**config.mk**
```make
export PLATFORM = sky130hd
export DESIGN_NAME = vsv_status
export DESIGN_NICKNAME = d
export VERILOG_FILES = /design/src/vsv_pkg.sv /design/src/vsv_status.sv /design/src/vsv_vin_sampler.sv
export SDC_FILE = /design/constraint.sdc
export NUM_CORES = 1
export LEC_CHECK = 0
export BUFFER_PORTS_ARGS = -buffer_cell sky130_fd_sc_hd__buf_2
export CORE_ASPECT_RATIO = 1.75
export CORE_UTILIZATION = 30
export CTS_CLUSTER_SIZE = 24
export DETAILED_ROUTE_END_ITERATION = 7
export PLACE_DENSITY_LB_ADDON = 0.08
export SYNTH_ARGS = -nofsm -noshare
export SYNTH_HDL_FRONTEND = slang
export SYNTH_SLANG_ARGS = --single-unit
```
**constraint.sdc**
```tcl
create_clock -name mclk -period 4.6 [get_ports mclk]
set_input_delay 0.46 -clock mclk [delete_from_list [all_inputs] [get_ports mclk]]
set_output_delay 0.46 -clock mclk [all_outputs]
set_load 0.02 [all_outputs]
```
**src/vsv_pkg.sv**
```systemverilog
package vsv_pkg;
  localparam logic [7:0] CMD_STATUS = 8'h80;
  localparam logic [7:0] CMD_VIN = 8'h88;
  localparam logic [7:0] CMD_GLOBAL_CLEAR = 8'h03;
  localparam int BIT_DISC_MODE = 7;
  localparam int BIT_CTRL_OT = 6;
  localparam int BIT_STAGE_FAULT = 5;
  localparam int BIT_LINK_ERR = 4;
  localparam int BIT_RESTORE_ERR = 3;
  localparam int BIT_NEG_OC = 2;
  localparam int BIT_STAGE_OT = 1;
  localparam int BIT_GATE_UV = 0;
  localparam logic [7:0] STICKY_MASK = 8'h7d;
  localparam logic [7:0] STATUS_RESET = 8'h00;
  localparam logic [7:0] VIN_RESET = 8'h00;
  localparam int CLK_PERIOD_NS = 40;
  localparam int VIN_REFRESH_US = 190;
  localparam int VIN_REFRESH_CYCLES = (VIN_REFRESH_US * 1000) / CLK_PERIOD_NS;
endpackage

```
**src/vsv_status.sv**
```systemverilog
module vsv_status
#(
  parameter int VIN_REFRESH = vsv_pkg::VIN_REFRESH_CYCLES
)
(
  input wire logic mclk,
  input wire logic rstn,
  input wire logic [7:0] cmd_code,
  input wire logic rd_req,
  input wire logic wr_req,
  input wire logic [7:0] wr_data,
  output logic [7:0] rd_data,
  output logic rd_valid,
  output logic cmd_refused,
  input wire logic discontinuous_mode_flag,
  input wire logic ctrl_die_ot_trip,
  input wire logic stage_die_ot_trip,
  input wire logic stage_fault_evt,
  input wire logic interdie_link_err,
  input wire logic nvm_restore_done,
  input wire logic nvm_restore_fail,
  input wire logic neg_oc_cycle_evt,
  input wire logic gate_drive_uv,
  input wire logic [7:0] vin_meas,
  output logic [7:0] input_voltage_reading,
  output logic vin_refresh
);
  import vsv_pkg::*;

  // Refuse a refresh period the counter cannot serve
  if (VIN_REFRESH < 1)
  begin
    $error("VIN_REFRESH must be at least 1");
  end

  typedef struct packed {
    logic [7:0] sticky;
    logic init_done;
    logic [7:0] rd_data;
    logic rd_valid;
    logic refused;
  } vsv_state_t;

  vsv_state_t st_q;
  vsv_state_t st_d;

  logic [7:0] vin_q;
  logic [7:0] set_vec;
  logic [7:0] clr_vec;
  logic [7:0] status_view;
  logic wr_status;
  logic wr_clear;

  function automatic logic [7:0] sticky_next(input logic [7:0] q, input logic [7:0] clr,
                                             input logic [7:0] set);
    sticky_next = ((q & ~clr) | set) & STICKY_MASK;
  endfunction

  vsv_vin_sampler #(
    .REFRESH_CYCLES(VIN_REFRESH)
  ) u_vin (
    .mclk(mclk),
    .rstn(rstn),
    .vin_meas(vin_meas),
    .vin_q(vin_q),
    .refresh(vin_refresh)
  );

  assign wr_status = wr_req && (cmd_code == CMD_STATUS);
  assign wr_clear = wr_req && (cmd_code == CMD_GLOBAL_CLEAR);

  // Fault events that raise sticky bits
  always_comb
  begin
    set_vec = 8'h00;
    set_vec[BIT_CTRL_OT] = ctrl_die_ot_trip;
    set_vec[BIT_STAGE_FAULT] = stage_fault_evt;
    set_vec[BIT_LINK_ERR] = interdie_link_err;
    set_vec[BIT_RESTORE_ERR] = nvm_restore_done && nvm_restore_fail && !st_q.init_done;
    set_vec[BIT_NEG_OC] = neg_oc_cycle_evt;
    set_vec[BIT_GATE_UV] = gate_drive_uv;
  end

  // Write-one clear or global clear, live bits masked off
  always_comb
  begin
    clr_vec = 8'h00;
    if (wr_clear)
    begin
      clr_vec = STICKY_MASK;
    end
    else if (wr_status)
    begin
      clr_vec = wr_data & STICKY_MASK;
    end
  end

  // Live bits read straight from their detectors
  always_comb
  begin
    status_view = st_q.sticky;
    status_view[BIT_DISC_MODE] = discontinuous_mode_flag;
    status_view[BIT_STAGE_OT] = stage_die_ot_trip;
  end

  always_comb
  begin
    st_d = st_q;
    st_d.rd_valid = 1'b0;
    st_d.refused = 1'b0;
    st_d.sticky = sticky_next(st_q.sticky, clr_vec, set_vec);
    st_d.init_done = st_q.init_done | nvm_restore_done;
    if (rd_req)
    begin
      st_d.rd_valid = 1'b1;
      unique case (cmd_code)
        CMD_STATUS: st_d.rd_data = status_view;
        CMD_VIN: st_d.rd_data = vin_q;
        default:
        begin
          st_d.rd_data = 8'h00;
          st_d.refused = 1'b1;
        end
      endcase
    end
    else if (wr_req && !wr_status && !wr_clear)
    begin
      st_d.refused = 1'b1;
    end
  end

  always_ff @(posedge mclk or negedge rstn)
  begin
    if (!rstn)
    begin
      st_q <= '{sticky: STATUS_RESET, init_done: 1'b0, rd_data: 8'h00,
                rd_valid: 1'b0, refused: 1'b0};
    end
    else
    begin
      st_q <= st_d;
    end
  end

  assign rd_data = st_q.rd_data;
  assign rd_valid = st_q.rd_valid;
  assign cmd_refused = st_q.refused;
  assign input_voltage_reading = vin_q;

  // Command port, status bit and input voltage checks
  logic rd_status;
  logic rd_vin;
  logic wr_other;
  assign rd_status = rd_req && (cmd_code == CMD_STATUS);
  assign rd_vin = rd_req && (cmd_code == CMD_VIN);
  assign wr_other = wr_req && !wr_status && !wr_clear;
endmodule

```
**src/vsv_vin_sampler.sv**
```systemverilog
module vsv_vin_sampler
#(
  parameter int REFRESH_CYCLES = vsv_pkg::VIN_REFRESH_CYCLES
)
(
  input wire logic mclk,
  input wire logic rstn,
  input wire logic [7:0] vin_meas,
  output logic [7:0] vin_q,
  output logic refresh
);
  import vsv_pkg::*;

  localparam int CW = $clog2(REFRESH_CYCLES + 1);

  if (REFRESH_CYCLES < 1)
  begin
    $error("REFRESH_CYCLES must be at least 1");
  end

  typedef struct packed {
    logic [CW-1:0] cnt;
    logic [7:0] val;
    logic pulse;
  } vsv_smp_t;

  vsv_smp_t s_q;
  vsv_smp_t s_d;

  // Capture the measurement once per refresh period
  always_comb
  begin
    s_d = s_q;
    s_d.pulse = 1'b0;
    if (s_q.cnt == CW'(REFRESH_CYCLES - 1))
    begin
      s_d.cnt = '0;
      s_d.val = vin_meas;
      s_d.pulse = 1'b1;
    end
    else
    begin
      s_d.cnt = s_q.cnt + CW'(1);
    end
  end

  always_ff @(posedge mclk or negedge rstn)
  begin
    if (!rstn)
    begin
      s_q <= '{cnt: '0, val: VIN_RESET, pulse: 1'b0};
    end
    else
    begin
      s_q <= s_d;
    end
  end

  assign vin_q = s_q.val;
  assign refresh = s_q.pulse;
endmodule
```
==> results of run 1 <==
-- sequential cells by signal, indices dropped and copies added, names as in the netlist --
signal and count:
u_vin.refresh 1, u_vin.s_q 13, u_vin.vin_q 8, cmd_refused 1, rd_data 8, rd_valid 1, st_q 7
-- Yosys cell counts (2+ instances only) --
cell       instances  share of area, %
xnor2_1            6               2.8
o22a_1             5               2.3
nor2_1             7               1.4
ha_1               2               1.3
xor2_1             2              0.92
nand2_1            4              0.79
or3_1              7               2.3
nand3_1            6               1.6
mux2_1             3               1.8
clkbuf_1           3              0.59
o2bb2ai_1          8               3.7
buf_6              2               1.2
dfrtp_1           39                51
nand4_1            4               1.3
mux2i_1            8               4.2
and4_1             2              0.92
a21oi_1            9               2.4
mux2_2             5               3.0
buf_4             16               6.3
or4_1              2              0.79
nor4_1             2              0.66
-- final cells by class --
cell class / count / area, um^2
Fill cell: 663 / 3990
Sequential cell: 39 / 976
Multi-Input combinational cell: 100 / 763
Timing Repair Buffer: 53 / 265
Tap cell: 80 / 100
Clock buffer: 7 / 76.3
Inverter: 2 / 7.51
Clock inverter: 1 / 5.00
-- placed cells by master (no fill, tap or decap), types with 3 or more instances in the layout --
| cell | count |
|---|---|
| mux2i_1 | 8 |
| mux2_2 | 5 |
| clkbuf_8 | 5 |
| nand3_1 | 6 |
| or3_1 | 7 |
| dfrtp_1 | 39 |
| nand4_1 | 4 |
| nor2_1 | 7 |
| xnor2_1 | 6 |
| o2bb2ai_1 | 8 |
| buf_2 | 53 |
| o22a_1 | 5 |
| mux2_1 | 3 |
| nand2_1 | 4 |
| a21oi_1 | 9 |
-- power by group through the flow --
stage,clock (mW),combinational (mW),sequential [mW]
after global routing,0.250,0.0452,0.344
after detailed placement,0,0.0413,0.351
after CTS,0.235,0.0414,0.344
after floorplan,0,0.0137,0.352
final,0.221,0.0401,0.344
after global placement,0,0.0407,0.351
-- routing by layer --
metal | up-vias | wire length, um | track usage (%)
met5 | - | 0 | 0
met4 | 0 | 75 | 6.98
met3 | 6 | 199 | 3.60
met2 | 40 | 2110 | 23.7
met1 | 663 | 1720 | 14.6
li1 | 659 | - | -
-- logic make-up after synthesis --
| group | after synthesis | share of synthesized area, % |
|---|---|---|
| mux | 16 | 8.93 |
| flops | 39 | 51.2 |
| fa+ha+maj | 2 | 1.31 |
| simple gates | 45 | 14.9 |
| xor+xnor | 8 | 3.68 |
| compound gates | 29 | 11.2 |
| buf+inv | 24 | 8.73 |
-- path summary, 6_finish.rpt --
kind	end
setup / recovery	u_vin.vin_q[3]
hold / removal	cmd_refused
setup reg to reg	u_vin.vin_q[3]
hold reg to reg	st_q[10]
max in group asynchronous	u_vin.s_q[21]
min in group mclk	rd_valid
-- stage by stage --
stage | power, mW | worst slack, ps | area, um^2
6_report | 0.605 | 2490 | 2190
5_1_grt | 0.639 | 2350 | 2190
4_1_cts | 0.620 | 2450 | 2190
3_5_place_dp | 0.392 | 2470 | 2110
3_3_place_gp | 0.392 | 2480 | 2110
2_1_floorplan | 0.366 | 2800 | 1910
-- worst max-delay path, stage by stage, from the launching register on --
cell and delay [ps]:
dfrtp_1 440, or4b_4 580, nor3_4 580, mux2_2 410
==> key figures, run 1 <==
GRT
  – First-pass GRT wire length: 6.91 mm
  – Initial antenna violation count: 0
  – Vias in the first global route: 1386
  – GRT Overall Usage: 13.4%
  – Largest net degree at the start of global routing: 40
  – GRT overflow: 0

CTS
  – Cts bufs inserted: 5
  – CTS tree: yes
  – Post-CTS Hold Fix Bufs: 0
  – Number of setup buffers added after CTS: 0
  – Clock Latency Late Sink: 280 ps
  – Reg clk slew, reported paths: 70 ps
  – H-tree depth: 2
  – # resized after CTS: 0
  – Clock tree buffer depth: 2
  – CTS root buf: clkbuf_8
  – Sink Count: 39

Worst hold path
  – Hold Path Class: in -> async

Finish
  – Nets: 240
  – Diode count: 0
  – Synthesis-to-finish area growth: 15.1%
  – Fin cells: 282
  – Post-layout util: 35.5%
  – Layout cells sized above 1: 34.2%

Synth
  – EDFF count, synth: 0
  – Main flop type after synthesis: dfrtp_1
  – Syn avg cell area: 11.7 um^2
  – Asr flop ratio synth: 100%
  – Syn Nets: 202
  – Post-synthesis register bit count: 39
  – Register area share after synthesis: 51.2%
  – Warnings, synthesis: 0
  – Synth Instances: 163
  – Cell variety after synth: 42
  – Synthesized area: 0.00191 mm^2

Setup path
  – Worst Setup SP: u_vin.s_q[13]
  – Kind of critical path: reg -> reg
  – Crit. End Element: flip-flop
  – Required @ worst endpoint: 4770 ps
  – Worst Path Arrival: 2290 ps
  – Reg2Reg Launch Point: u_vin.s_q[13]
  – Critical Path Fanout Max: 15
  – Setup crit start kind: flip-flop
  – Setup slack, reg-to-reg: 2490 ps
  – Worst r2r path cells: 3

Outcome
  – Outcome: completed

STA
  – RSZ-0062 raised after global routing: false
  – Period minus WS final: 2110 ps
  – Final Hold Viols: 0
  – Worst-Margin Slew: 890 ps
  – WHS: 289 ps
  – Clock Skew: 2.80 ps
  – Final-report max-slew violation count: 0
  – FMAX: 473 MHz
  – Final Setup Violations: 0
  – Max-slew headroom: 40.7%
  – Setup TNS Final: 0 ps
  – Period utilization: 46.0%

Detailed routing
  – Vias per cell: 4.85
  – Routed vias: 1368
  – DR iter-0 viols: 66
  – DRC violations left: 0
  – Post-DRT Antenna Nets: 0
  – Total wire length: 4.11 mm
  – WL/cell: 14.6 um
  – Pre-Repair DR Iteration Count: 4

Die
  – Core ar.: 0.00618 mm^2
  – Die Span Y: 107 um
  – Number of placed I/O pins: 56
  – FP Rows: 38
  – Die Wd: 62.2 um
  – Initial Util: 30.8%
  – DIE AREA: 0.00669 mm^2

Place
  – GPL Wtd Cong: 0.711
  – Port Buffer Count: 53
  – Detail Placement HPWL: 3.03 mm
  – Dpl cells: 274

Run
  – Max Cap Viol: 0

Power
  – PD cells: 276 mW/mm^2
  – Peak supply drop: 0.154 mV
  – Clock power share: 36.5%
  – Seq pwr share: 56.9%
  – Sw Share: 22.7%
  – Internal power: 0.468 mW
  – Static Leak: 1.00 nW
  – NetSw: 0.137 mW
  – Gate power share: 6.6%
Note: power is estimated with default switching activity, not from simulation.
==> run 2, diff against run 1 <==
ABC_AREA = 1   (was default)
clock period = 1.75 ns   (was 4.6 ns; I/O delays follow)
==> key figures, run 2 <==
GRT
  – Vias in the first global route: 1669 (+20%)
  – Initial antenna violation count: 0 (unchanged)
  – First-pass GRT wire length: 7.81 mm (+13%)
  – GRT Overall Usage: 14.7% (+1.2 points)
  – Largest net degree at the start of global routing: 40 (unchanged)
  – GRT overflow: 0 (unchanged)

Synth
  – EDFF count, synth: 0 (unchanged)
  – Top post-synthesis cells by count: nand2_1, dfrtp_1, inv_1, nand3_1, buf_4
  – Synth Instances: 263 (+61%)
  – Register area share after synthesis: 47.3% (-3.9 points)
  – Syn Nets: 302 (+50%)
  – Most frequent cell after synthesis: nand2_1
  – Main flop type after synthesis: dfrtp_1
  – Cell variety after synth: 23 (-45%)
  – Area leader, netlist: dfrtp_1
  – Warnings, synthesis: 0 (unchanged)
  – Synthesized area: 0.00206 mm^2 (+8.3%)
  – Synth area leaders: dfrtp_1, nand2_1, nand3_1
  – Asr flop ratio synth: 100% (unchanged)
  – Syn avg cell area: 7.84 um^2 (-33%)
  – Post-synthesis register bit count: 39 (unchanged)
  – Share of the synthesized area in the top cell type: 47.3% (-3.9 points)

Setup path
  – CP max-delay cell: dfrtp_1
  – Setup crit start kind: flip-flop
  – Crit. End Element: flip-flop
  – Slowest cell delay on critical path: 410 ps (-170 ps)
  – Crit path cell chain: inv_2 > nand2_1 > nor3_2 > nand3_2 > nand3_1 > inv_1
  – Critical Path Fanout Max: 16 (+1)
  – Required @ worst endpoint: 1920 ps (-2850 ps)
  – Worst r2r path cells: 6 (+3)
  – Worst Path Arrival: 1660 ps (-630 ps)
  – Kind of critical path: reg -> reg

Run
  – Max Cap Viol: 0 (unchanged)

Detailed routing
  – Pre-Repair DR Iteration Count: 4 (unchanged)
  – DRC violations left: 0 (unchanged)
  – Total wire length: 4.84 mm (+18%)
  – WL/cell: 12.4 um (-15%)
  – Routed vias: 1709 (+25%)
  – DR iter-0 viols: 30 (-55%)
  – Post-DRT Antenna Nets: 0 (unchanged)
  – Vias per cell: 4.37 (-9.9%)

STA
  – RSZ-0062 raised after global routing: false
  – Max-slew headroom: 65.9% (+25 points)
  – Final Hold Viols: 0 (unchanged)
  – Setup TNS Final: 0 ps (unchanged)
  – Period utilization: 84.8% (+39 points)
  – Final Setup Violations: 0 (unchanged)
  – Worst-Margin Slew: 508 ps (-382 ps)
  – Clock Skew: 4.78 ps (+1.98 ps)
  – Period minus WS final: 1480 ps (-630 ps)
  – Final-report max-slew violation count: 0 (unchanged)
  – FMAX: 674 MHz (+42%)

CTS
  – H-tree depth: 2 (unchanged)
  – CTS tree: yes
  – Clock tree buffer depth: 2 (unchanged)
  – CTS root buf: clkbuf_16
  – # resized after CTS: 0 (unchanged)
  – Post-CTS Hold Fix Bufs: 1 (+1)
  – Sink Count: 39 (unchanged)
  – Cts bufs inserted: 5 (unchanged)
  – Number of setup buffers added after CTS: 0 (unchanged)
  – Clock Latency Late Sink: 280 ps (about the same)
  – Reg clk slew, reported paths: 60 ps (about the same)

Die
  – FP Rows: 39 (+2.6%)
  – Die Span Y: 112 um (+4.0%)
  – Die Wd: 64.7 um (+3.9%)
  – DIE AREA: 0.00723 mm^2 (+8.1%)
  – Initial Util: 31.3% (+0.49 points)
  – Number of placed I/O pins: 56 (unchanged)
  – Core ar.: 0.00659 mm^2 (+6.6%)

Place
  – GPL Wtd Cong: 0.722 (+1.6%)
  – Post-DP Area: 0.00231 mm^2 (+9.4%)
  – Detail Placement HPWL: 3.60 mm (+19%)
  – Port Buffer Count: 53 (unchanged)

Power
  – Internal power: 1.62 mW (+250%)
  – NetSw: 0.436 mW (+220%)
  – PD cells: 828 mW/mm^2 (+200%)
  – Clock power share: 50.3% (+14 points)
  – Peak supply drop: 0.483 mV (+210%)
  – Gate power share: 5.4% (-1.2 points)
  – Sw Share: 21.2% (-1.5 points)
  – Static Leak: 1.37 nW (+37%)
  – Seq pwr share: 44.2% (-13 points)

Worst hold path
  – Hold path depth: 1
  – Hold Path Class: in -> reg

Finish
  – Layout cells sized above 1: 24.9% (-9.2 points)
  – Post-route cell area: 0.00249 mm^2 (+13%)
  – Synthesis-to-finish area growth: 20.6%
  – Diode count: 0 (unchanged)
  – Reg with most FFs: u_vin.s_q
  – Flip-flop count of the largest register after layout: 13 (unchanged)
  – Most common cell after layout, fill and taps aside: nand2_1
  – Most frequent cells in the layout: nand2_1, buf_2, dfrtp_1, inv_1, nand3_1
  – Nets: 347 (+45%)

Outcome
  – Outcome: completed
[run 2: through the flow]
step | util (%) | power, mW | instances | hold slack (ps) | setup WS [ps]
2_1_floorplan | - | 0.967 | 263 | -121 | 540
3_3_place_gp | 35.1 | 1.04 | 382 | 274 | 261
3_5_place_dp | 35.1 | 1.04 | 382 | 274 | 264
4_1_cts | 37.8 | 2.11 | 391 | 26.7 | 230
5_1_grt | 37.8 | 2.15 | 391 | 32.3 | 111
6_report | 37.8 | 2.06 | 391 | 36.1 | 267
[run 2: critical path: cells and delay by family, from the launching register on]
| kind | cells | cell delay (ps) |
|---|---|---|
| simple gates | 4 | 830 |
| flops | 1 | 410 |
| buf+inv | 2 | 140 |
[run 2: cell type report]
class	count	area, um^2
Tap cell	82	103
Sequential cell	39	976
Clock buffer	5	125
Multi-Input combinational cell	167	805
Timing Repair Buffer	56	290
Inverter	39	146
Clock inverter	3	43.8
Fill cell	730	4100
[run 2: path summary, 6_finish.rpt]
kind / slack [ps] / end / start
max: 270 / u_vin.s_q[13] / u_vin.s_q[17]
min: 40 / rd_valid / rd_req
max reg2reg: 270 / u_vin.s_q[13] / u_vin.s_q[17]
min reg2reg: 460 / st_q[10] / st_q[10]
max in group asynchronous: 910 / st_q[10] / rstn
min in group asynchronous: 480 / rd_data[1] / rstn
[run 2: kinds of logic after synthesis]
group	Yosys count	synth area share (%)
xor+xnor	6	2.55
flops	39	47.3
buf+inv	57	13.7
simple gates	151	33.3
fa+ha+maj	2	1.21
compound gates	8	1.94
[run 2: power by group through the flow]
stage | clock network [mW] | registers (mW) | logic (mW)
after floorplan | 0 | 0.931 | 0.0355
after global placement | 0 | 0.928 | 0.114
after detailed placement | 0 | 0.928 | 0.114
after CTS | 1.08 | 0.911 | 0.116
after global routing | 1.11 | 0.912 | 0.126
final | 1.04 | 0.912 | 0.112
[run 2: metal layers]
layer  vias up  part of all wire [%]  routed length, um  global-route usage (%)
met5         -                     0                  0                       0
met4         0                   1.8                 85                    6.22
met3         5                   3.9                188                    3.38
met2        42                    56               2690                    27.2
met1       782                    39               1870                    15.3
li1        880                     -                  -                       -
